--- src/verilog/checksum_defs.svh ---
`ifndef CHECKSUM_DEFS_SVH
`define CHECKSUM_DEFS_SVH

// ----------------------------------------------------------------------------
// Register addresses
// ----------------------------------------------------------------------------
`define CK_ADDR_RESULT      8'h91
`define CK_ADDR_CONTROL     8'h92
`define CK_ADDR_INPUT       8'h93
`define CK_ADDR_AUTO        8'h96
`define CK_ADDR_COUNT       8'h97

// ----------------------------------------------------------------------------
// Field positions and reset values
// ----------------------------------------------------------------------------
`define CK_CTRL_WIDTH_BIT   4
`define CK_CTRL_INIT_BIT    3
`define CK_CTRL_VAL_BIT     2
`define CK_AUTO_EN_BIT      7
`define CK_AUTO_DONE_BIT    6
`define CK_CTRL_RESET       8'h00
`define CK_AUTO_RESET       8'h40
`define CK_COUNT_RESET      8'h00

// ----------------------------------------------------------------------------
// Polynomials, init values, scan geometry
// ----------------------------------------------------------------------------
`define CK_POLY16           16'h1021
`define CK_POLY32_REFL      32'hedb88320
`define CK_INIT_ZERO        32'h0000_0000
`define CK_INIT_ONES        32'hffff_ffff
`define CK_SECTOR_SHIFT     10
`define CK_FULL_SPACE       17'h1_0000

`endif

--- src/verilog/checksum_pkg.sv ---
`default_nettype none

package checksum_pkg;

	typedef enum logic [1:0] {
		S_IDLE,
		S_FETCH,
		S_WAIT
	} scan_state_e;

	typedef enum logic [2:0] {
		H_IDLE,
		H_ACC,
		H_STEP,
		H_HOLD,
		H_READ,
		H_RDWAIT
	} host_state_e;

	typedef logic [7:0] byte_t;

endpackage

`default_nettype wire

--- src/verilog/sfr_link_if.sv ---
`default_nettype none

interface sfr_link_if;
	logic [7:0] sfr_addr;
	logic [7:0] sfr_wdata;
	logic       sfr_wr;
	logic       sfr_rd;
	logic [7:0] sfr_rdata;
	logic       cpu_hold;
	logic [1:0] code_bank_select;

	modport device_mp (
		input  sfr_addr, sfr_wdata, sfr_wr, sfr_rd, code_bank_select,
		output sfr_rdata, cpu_hold
	);

	modport cpu_mp (
		output sfr_addr, sfr_wdata, sfr_wr, sfr_rd, code_bank_select,
		input  sfr_rdata, cpu_hold
	);
endinterface

`default_nettype wire

--- src/verilog/checksum_unit.sv ---
`include "checksum_defs.svh"
`default_nettype none

module checksum_unit (
	input  wire logic        ref_clk_i,
	input  wire logic        rst_b_i,
	sfr_link_if.device_mp    link,
	output logic             flash_rd_o,
	output logic [17:0]      flash_addr_o,
	input  wire logic [7:0]  flash_data_i,
	input  wire logic        flash_valid_i,
	output logic [31:0]      crc_result_o,
	output logic             scan_busy_o
);

	// ------------------------------------------------------------------------
	// Functions
	// ------------------------------------------------------------------------
	function automatic logic [31:0] fold_byte(input logic [31:0] c, input logic [7:0] b,
		input logic w16);
		logic [31:0] r;
		r = c;
		if (w16) begin
			r[15:8] = r[15:8] ^ b;
			for (int i = 0; i < 8; i++) begin
				if (r[15]) begin
					r[15:0] = {r[14:0], 1'b0} ^ `CK_POLY16;
				end else begin
					r[15:0] = {r[14:0], 1'b0};
				end
			end
		end else begin
			r[7:0] = r[7:0] ^ b;
			for (int i = 0; i < 8; i++) begin
				if (r[0]) begin
					r = (r >> 1) ^ `CK_POLY32_REFL;
				end else begin
					r = r >> 1;
				end
			end
		end
		return r;
	endfunction

	// Byte lane reached through the result port
	function automatic logic [1:0] lane_of(input logic [1:0] pnt, input logic w16);
		return w16 ? {1'b0, pnt[0]} : pnt;
	endfunction

	// ------------------------------------------------------------------------
	// State
	// ------------------------------------------------------------------------
	logic [31:0]               crc_r, crc_nxt;
	logic                      width16_r;
	logic                      initval_r;
	logic [1:0]                pnt_r, pnt_nxt;
	logic [7:0]                input_r;
	logic                      auto_en_r;
	logic [5:0]                start_sec_r;
	logic [5:0]                sec_count_r;
	logic [7:0]                rdata_r;
	checksum_pkg::scan_state_e state_r, state_nxt;
	logic [15:0]               scan_addr_r, scan_addr_nxt;
	logic [16:0]               remain_r, remain_nxt;
	logic [7:0]                read_mux;

	// ------------------------------------------------------------------------
	// Decode
	// ------------------------------------------------------------------------
	wire        busy       = (state_r != checksum_pkg::S_IDLE);
	wire        wr_ctrl    = link.sfr_wr && (link.sfr_addr == `CK_ADDR_CONTROL);
	wire        wr_input   = link.sfr_wr && (link.sfr_addr == `CK_ADDR_INPUT);
	wire        wr_result  = link.sfr_wr && (link.sfr_addr == `CK_ADDR_RESULT);
	wire        rd_result  = link.sfr_rd && (link.sfr_addr == `CK_ADDR_RESULT);
	wire        wr_auto    = link.sfr_wr && (link.sfr_addr == `CK_ADDR_AUTO);
	wire        wr_count   = link.sfr_wr && (link.sfr_addr == `CK_ADDR_COUNT);
	wire        do_init    = wr_ctrl && link.sfr_wdata[`CK_CTRL_INIT_BIT];
	wire        new_w16    = link.sfr_wdata[`CK_CTRL_WIDTH_BIT];
	wire        new_val    = link.sfr_wdata[`CK_CTRL_VAL_BIT];
	// A write that merely rewrites the same value still triggers a scan
	wire        scan_start = wr_ctrl && auto_en_r && !busy;
	wire        full_space = (start_sec_r == 6'h00) && (sec_count_r == 6'h00);
	wire [16:0] scan_len   = full_space ? `CK_FULL_SPACE
		: {1'b0, sec_count_r, 10'h000};
	wire [1:0]  acc_lane   = lane_of(pnt_r, width16_r);
	wire [7:0]  result_byte = crc_r[8*acc_lane +: 8];
	wire        scan_byte  = (state_r == checksum_pkg::S_WAIT) && flash_valid_i;

	// ------------------------------------------------------------------------
	// Result register and pointer
	// ------------------------------------------------------------------------
	always_comb begin
		crc_nxt = crc_r;
		pnt_nxt = pnt_r;
		if (wr_ctrl) begin
			pnt_nxt = link.sfr_wdata[1:0];
		end
		if (wr_result || rd_result) begin
			pnt_nxt = pnt_r + 2'd1;
		end
		if (do_init) begin
			crc_nxt = new_val ? `CK_INIT_ONES : `CK_INIT_ZERO;
		end else if (wr_result) begin
			crc_nxt[8*acc_lane +: 8] = link.sfr_wdata;
		end else if (wr_input) begin
			crc_nxt = fold_byte(crc_r, link.sfr_wdata, width16_r);
		end else if (scan_byte) begin
			crc_nxt = fold_byte(crc_r, flash_data_i, width16_r);
		end
	end

	// ------------------------------------------------------------------------
	// Flash scan sequencer
	// ------------------------------------------------------------------------
	always_comb begin
		state_nxt     = state_r;
		scan_addr_nxt = scan_addr_r;
		remain_nxt    = remain_r;
		unique case (state_r)
			checksum_pkg::S_IDLE: begin
				if (scan_start && (scan_len != 17'h0_0000)) begin
					scan_addr_nxt = {start_sec_r, 10'h000};
					remain_nxt    = scan_len;
					state_nxt     = checksum_pkg::S_FETCH;
				end
			end
			checksum_pkg::S_FETCH: begin
				state_nxt = checksum_pkg::S_WAIT;
			end
			checksum_pkg::S_WAIT: begin
				if (flash_valid_i) begin
					scan_addr_nxt = scan_addr_r + 16'h0001;
					remain_nxt    = remain_r - 17'h0_0001;
					state_nxt     = (remain_r == 17'h0_0001) ? checksum_pkg::S_IDLE
						: checksum_pkg::S_FETCH;
				end
			end
		endcase
	end

	// ------------------------------------------------------------------------
	// Registers
	// ------------------------------------------------------------------------
	always_ff @(posedge ref_clk_i or negedge rst_b_i) begin
		if (!rst_b_i) begin
			crc_r       <= 32'h0000_0000;
			pnt_r       <= 2'b00;
			width16_r   <= 1'b0;
			initval_r   <= 1'b0;
			input_r     <= 8'h00;
			auto_en_r   <= 1'b0;
			start_sec_r <= 6'h00;
			sec_count_r <= 6'h00;
			rdata_r     <= 8'h00;
			state_r     <= checksum_pkg::S_IDLE;
			scan_addr_r <= 16'h0000;
			remain_r    <= 17'h0_0000;
		end else begin
			crc_r       <= crc_nxt;
			pnt_r       <= pnt_nxt;
			state_r     <= state_nxt;
			scan_addr_r <= scan_addr_nxt;
			remain_r    <= remain_nxt;
			if (wr_ctrl) begin
				width16_r <= new_w16;
				initval_r <= new_val;
			end
			if (wr_input) begin
				input_r <= link.sfr_wdata;
			end
			if (wr_auto) begin
				auto_en_r   <= link.sfr_wdata[`CK_AUTO_EN_BIT];
				start_sec_r <= link.sfr_wdata[5:0];
			end
			if (wr_count) begin
				sec_count_r <= link.sfr_wdata[5:0];
			end
			if (link.sfr_rd) begin
				rdata_r <= read_mux;
			end
		end
	end

	// ------------------------------------------------------------------------
	// Read data and outputs
	// ------------------------------------------------------------------------
	always_comb begin
		unique case (link.sfr_addr)
			`CK_ADDR_RESULT:  read_mux = result_byte;
			`CK_ADDR_CONTROL: read_mux = {3'b000, width16_r, 1'b0,
				initval_r, pnt_r};
			`CK_ADDR_INPUT:   read_mux = input_r;
			`CK_ADDR_AUTO:    read_mux = {auto_en_r, !busy, start_sec_r};
			`CK_ADDR_COUNT:   read_mux = {2'b00, sec_count_r};
			default:          read_mux = 8'h00;
		endcase
	end

	// Hold rises in the trigger cycle itself so no instruction slips past
	assign link.cpu_hold  = busy || scan_start;
	assign link.sfr_rdata = rdata_r;
	assign flash_rd_o     = (state_r == checksum_pkg::S_FETCH);
	// Bank select forms the upper address; the CPU sets it before the scan
	assign flash_addr_o   = {link.code_bank_select, scan_addr_r};
	assign crc_result_o   = crc_r;
	assign scan_busy_o    = busy;

endmodule // checksum_unit

`default_nettype wire

--- src/flat_wrapper.sv ---
// flat-port wrapper written by rule: the top's interface ports become plain ports
module checksum_unit_flat 
  (ref_clk_i, rst_b_i, flash_rd_o, flash_addr_o, flash_data_i, flash_valid_i, crc_result_o, scan_busy_o, link_sfr_addr, link_sfr_wdata, link_sfr_wr, link_sfr_rd, link_code_bank_select, link_sfr_rdata, link_cpu_hold);
  sfr_link_if link_i ();
  input  wire logic ref_clk_i;
  input  wire logic rst_b_i;
  output logic flash_rd_o;
  output logic [17:0] flash_addr_o;
  input  wire logic [7:0] flash_data_i;
  input  wire logic flash_valid_i;
  output logic [31:0] crc_result_o;
  output logic scan_busy_o;
  input wire logic [$bits(link_i.sfr_addr)-1:0] link_sfr_addr;
  input wire logic [$bits(link_i.sfr_wdata)-1:0] link_sfr_wdata;
  input wire logic [$bits(link_i.sfr_wr)-1:0] link_sfr_wr;
  input wire logic [$bits(link_i.sfr_rd)-1:0] link_sfr_rd;
  input wire logic [$bits(link_i.code_bank_select)-1:0] link_code_bank_select;
  output wire logic [$bits(link_i.sfr_rdata)-1:0] link_sfr_rdata;
  output wire logic [$bits(link_i.cpu_hold)-1:0] link_cpu_hold;
  assign link_i.sfr_addr = link_sfr_addr;
  assign link_i.sfr_wdata = link_sfr_wdata;
  assign link_i.sfr_wr = link_sfr_wr;
  assign link_i.sfr_rd = link_sfr_rd;
  assign link_i.code_bank_select = link_code_bank_select;
  assign link_sfr_rdata = link_i.sfr_rdata;
  assign link_cpu_hold = link_i.cpu_hold;
  checksum_unit u_core (.ref_clk_i(ref_clk_i), .rst_b_i(rst_b_i), .link(link_i), .flash_rd_o(flash_rd_o), .flash_addr_o(flash_addr_o), .flash_data_i(flash_data_i), .flash_valid_i(flash_valid_i), .crc_result_o(crc_result_o), .scan_busy_o(scan_busy_o));
endmodule
--- config.mk ---
export PLATFORM = sky130hd
export DESIGN_NAME = checksum_unit_flat
export DESIGN_NICKNAME = d
export VERILOG_FILES = /design/src/verilog/checksum_pkg.sv /design/src/verilog/sfr_link_if.sv /design/src/verilog/checksum_unit.sv /design/src/flat_wrapper.sv
export VERILOG_INCLUDE_DIRS = /design/src /design/src/verilog
export SDC_FILE = /design/constraint.sdc
export NUM_CORES = 1
export LEC_CHECK = 0
export BUFFER_PORTS_ARGS = -buffer_cell sky130_fd_sc_hd__buf_2
export CAP_MARGIN = 20
export CORE_ASPECT_RATIO = 0.6
export CORE_UTILIZATION = 59
export DETAILED_ROUTE_END_ITERATION = 12
export HOLD_SLACK_MARGIN = 0.15
export PLACE_DENSITY_LB_ADDON = 0.12
export SLEW_MARGIN = 10
export SYNTH_ARGS = -nofsm -noshare
export SYNTH_HDL_FRONTEND = slang
export SYNTH_SLANG_ARGS = --single-unit
--- constraint.sdc ---
create_clock -name ref_clk_i -period 3.7 [get_ports ref_clk_i]
set_clock_uncertainty 0.2 [all_clocks]
set_input_delay 0.37 -clock ref_clk_i [delete_from_list [all_inputs] [get_ports ref_clk_i]]
set_output_delay 0.37 -clock ref_clk_i [all_outputs]
set_load 0.005 [all_outputs]
==> out/qor.csv <==
stage,metric,value,unit
die,die_y,93.2,um
place,port_buffers,87,
status,outcome,"complete, no violations",
cts,post-cts-setup-buffer-count,0,
layout,area_delta_synth_final,11.4,%
power,p_per_area,1010,nW/um^2
cts,cts_tree,built,
timing,fin_crit_sh,82.1,%
global_route,grt_pass1_vias,6654,
critical_path,slowest_stage,xnor2_1,
drt,wl_per_cell,22.9,um
synth,synth_cells,919,
drt,drt-pass1-iter-count,7,
power,power.leakage,4.02,nW
cts,htree_num_levels,3,
timing,rsz0062_at_grt,false,
drt,vias_per_cell,6.53,
cts,cts_hold_buf,2,
drt,routed_wirelength,26600,um
synth,ys_seq_area_share,30.6,%
die,start_util,62.1,%
synth,synth_edf_count,0,
power,ir_drop,0.897,mV
critical_path,crit_type,reg2reg,
global_route,grt_use_total,38.4,%
timing,fin_hold_ws,198,ps
layout,postLayoutCoreUtil,69.2,%
layout,diodes,0,
cts,clk_latency,360,ps
critical_path,cp_num_buf_inv,0,
global_route,grt_pass1_wl,40800,um
min_path,hp-class,in2reg,
drt,drtAntennaViolNets,0,
synth,ys_types,69,
job,drv_cap,0,
timing,slew_violations,0,
die,io_pins,92,
timing,max_slew_margin,34.3,%
die,dieArea,14300,um^2
drt,via_count,7587,
critical_path,reg2reg_slack,660,ps
synth,syn-num-nets,958,
timing,hold_violations,0,
synth,synth_area_per_cell,8.90,um^2
place,gp_congestion,1.03,
critical_path,cp-start-kind,flop,
layout,multi_input_area,5350,um^2
layout,nNetsFinal,1026,
layout,filler_cell_count,1084,
synth,async_reset_ff_share,100,%
layout,drive_gt1_share,18.3,%
cts,ctsResizeCount,0,
die,rows,32,
critical_path,crit_family,XOR/XNOR gates,
cts,path_clk_slew,80,ps
timing,tns,0,ps
critical_path,critPathMaxFanout,7,
critical_path,required,3730,ps
cts,clockBufferDepth,2,
synth,yosysTopAreaCell,dfrtp_1,
drt,drtIter0Drc,1174,
timing,fmaxAchievable,329,MHz
timing,setup_viol,0,
critical_path,end_kind,flop,
critical_path,worstPathCellList,xnor2_1 > xnor3_2 > xor2_2 > xnor2_2 > xor2_1 > a211oi_1 > nor3_1,
place,dp_hpwl,20000,um
cts,cts_root_buffer,clkbuf_16,
synth,syn_area,8180,um^2
die,die_w,154,um
global_route,antenna_found_initial,0,
critical_path,timing.critical_path.slowest_cell_delay,840,ps
cts,cts.sinks,100,
global_route,grt_start_max_net_pins,41,
synth,netlist.area_leader.share,30.6,%
global_route,overflow,0,
timing,worstMarginPinSlew,979,ps
synth,ys.flop_type,dfrtp_1,
drt,drc_errors,0,
critical_path,cp_data_arrival_time,3070,ps
synth,ys_top_cells_by_area,"dfrtp_1 31%, xnor2_1 11%, nand2_1 5.0%",
synth,yosysWarningCount,0,
timing,fin_crit,3040,ps
die,core,13200,um^2
synth,ys_seq_elements,100,
layout,regArea,2500,um^2
cts,cts_buffers,9,
synthesized netlist by cell type (3+ instances only):
cell,number
a22oi_1,10
o22ai_1,7
nor2b_1,6
o211ai_1,14
xnor3_1,14
a211oi_1,6
a21oi_1,70
buf_1,7
and2_1,10
nor2_1,62
mux4_2,8
nand3b_1,4
a22o_1,4
nor3_1,16
dfrtp_1,100
nor4_1,4
inv_1,11
mux2i_1,27
nand4_1,4
xnor2_2,8
mux2_2,17
buf_2,9
xnor2_4,4
o21ai_0,78
xor2_1,45
a21o_1,3
nand2b_1,6
and3_1,12
nand2_1,108
a221oi_1,9
a32oi_1,4
or3_1,6
and4_1,3
buf_4,3
clkbuf_1,43
xnor2_1,102
nand3_1,21
a31oi_1,9
ha_1,8
worst reg2reg max path: stages (launching register included):
cell	delay (ps)
dfrtp_1	520
xnor2_1	850
xnor3_2	400
xor2_2	290
xnor2_2	130
xor2_1	150
a211oi_1	300
nor3_1	80
report_power, final:
| group | internal [W] | leakage (nW) | total (W) | switching (W) |
|---|---|---|---|---|
| logic | 0.00303 | 2.61 | 0.00626 | 0.00323 |
| clock network | 0.000468 | 0.136 | 0.000934 | 0.000467 |
| registers | 0.00140 | 1.27 | 0.00205 | 0.000644 |
| total | 0.00490 | 4.02 | 0.00924 | 0.00434 |
path summary, 6_finish.rpt:
kind | start | to | cells after the start
min | link_sfr_rd | u_core.link.sfr_rdata[0] | 2
min in group asynchronous | rst_b_i | u_core.scan_addr_r[12] | 2
max in group asynchronous | rst_b_i | u_core.scan_addr_r[0] | 3
max reg2reg | u_core.crc_result_o[4] | u_core.crc_result_o[23] | 7
max | u_core.crc_result_o[4] | u_core.crc_result_o[23] | 7
min reg2reg | u_core.input_r[5] | u_core.input_r[5] | 2
sequential cells by signal, summed over array words and instances (netlist names):
signal and count:
u_core.start_sec_r 6, u_core.scan_addr_r 16, u_core.auto_en_r 1, u_core.pnt_r 2, u_core.input_r 8, u_core.width16_r 1, u_core.initval_r 1, u_core.link.sfr_rdata 8
u_core.remain_r 17, u_core.sec_count_r 6, u_core.crc_result_o 32, u_core.state_r 2
routing by layer:
metal  routed length (um)  global-route usage [%]  up-vias
li1                     -                       -     3385
met1                12100                    59.9     3578
met2                 9820                    47.8      572
met5                    0                       0        -
met4                  418                    7.17        0
met3                 4270                    16.1       52
placed cells by master, fill, tap and decap left out, types with 6 or more instances in the layout:
master     netlist  final
and3_1          12     12
dfrtp_1        100    100
a22oi_1         10     10
nand2b_1         6      6
nor3_1          16     16
o211ai_1        14     14
o22ai_1          7      7
ha_1             8      8
a221oi_1         9      9
a31oi_1          9      9
a21oi_1         70     70
inv_1           11     11
clkbuf_16        0      9
buf_2            9     86
nand2_1        108    108
mux2_2          17     17
mux2i_1         27     27
and2_1          10     10
xnor3_1         14     14
xor2_1          45     45
nand3_1         21     21
xnor2_2          8      8
xnor2_1        102    102
nor2_1          62     62
o21ai_0         78     78
mux4_2           8      8
buf_4            3     33
nor2b_1          6      6
or3_1            6      6
a211oi_1         6      6
cell type report:
cell class / count / area share [%]
multi-input cells: 743 / 58.7
flip-flops and latches: 100 / 27.5
repair buffers: 122 / 7.88
clock buffers: 9 / 2.47
well taps: 170 / 2.33
clock inverters: 6 / 0.673
inverters: 11 / 0.453
cells by family after synthesis:
group	Yosys count	share of synthesized area, %
simple gates	273	15.8
compound gates	234	17.3
xor+xnor	176	23.2
flops	100	30.6
buf+inv	76	3.96
mux	52	7.85
fa+ha+maj	8	1.22
through the flow:
stage          total power [W]  area, um^2  instances  setup WS (ps)
6_report               0.00924        9110       1161            661
5_1_grt                0.00979        9110       1161            586
4_1_cts                0.00905        9100       1160            770
3_5_place_dp           0.00807        8800       1143            786
3_3_place_gp           0.00803        8800       1143            798
2_1_floorplan          0.00651        8180        919            566
Note: power is estimated with default switching activity, not from simulation.
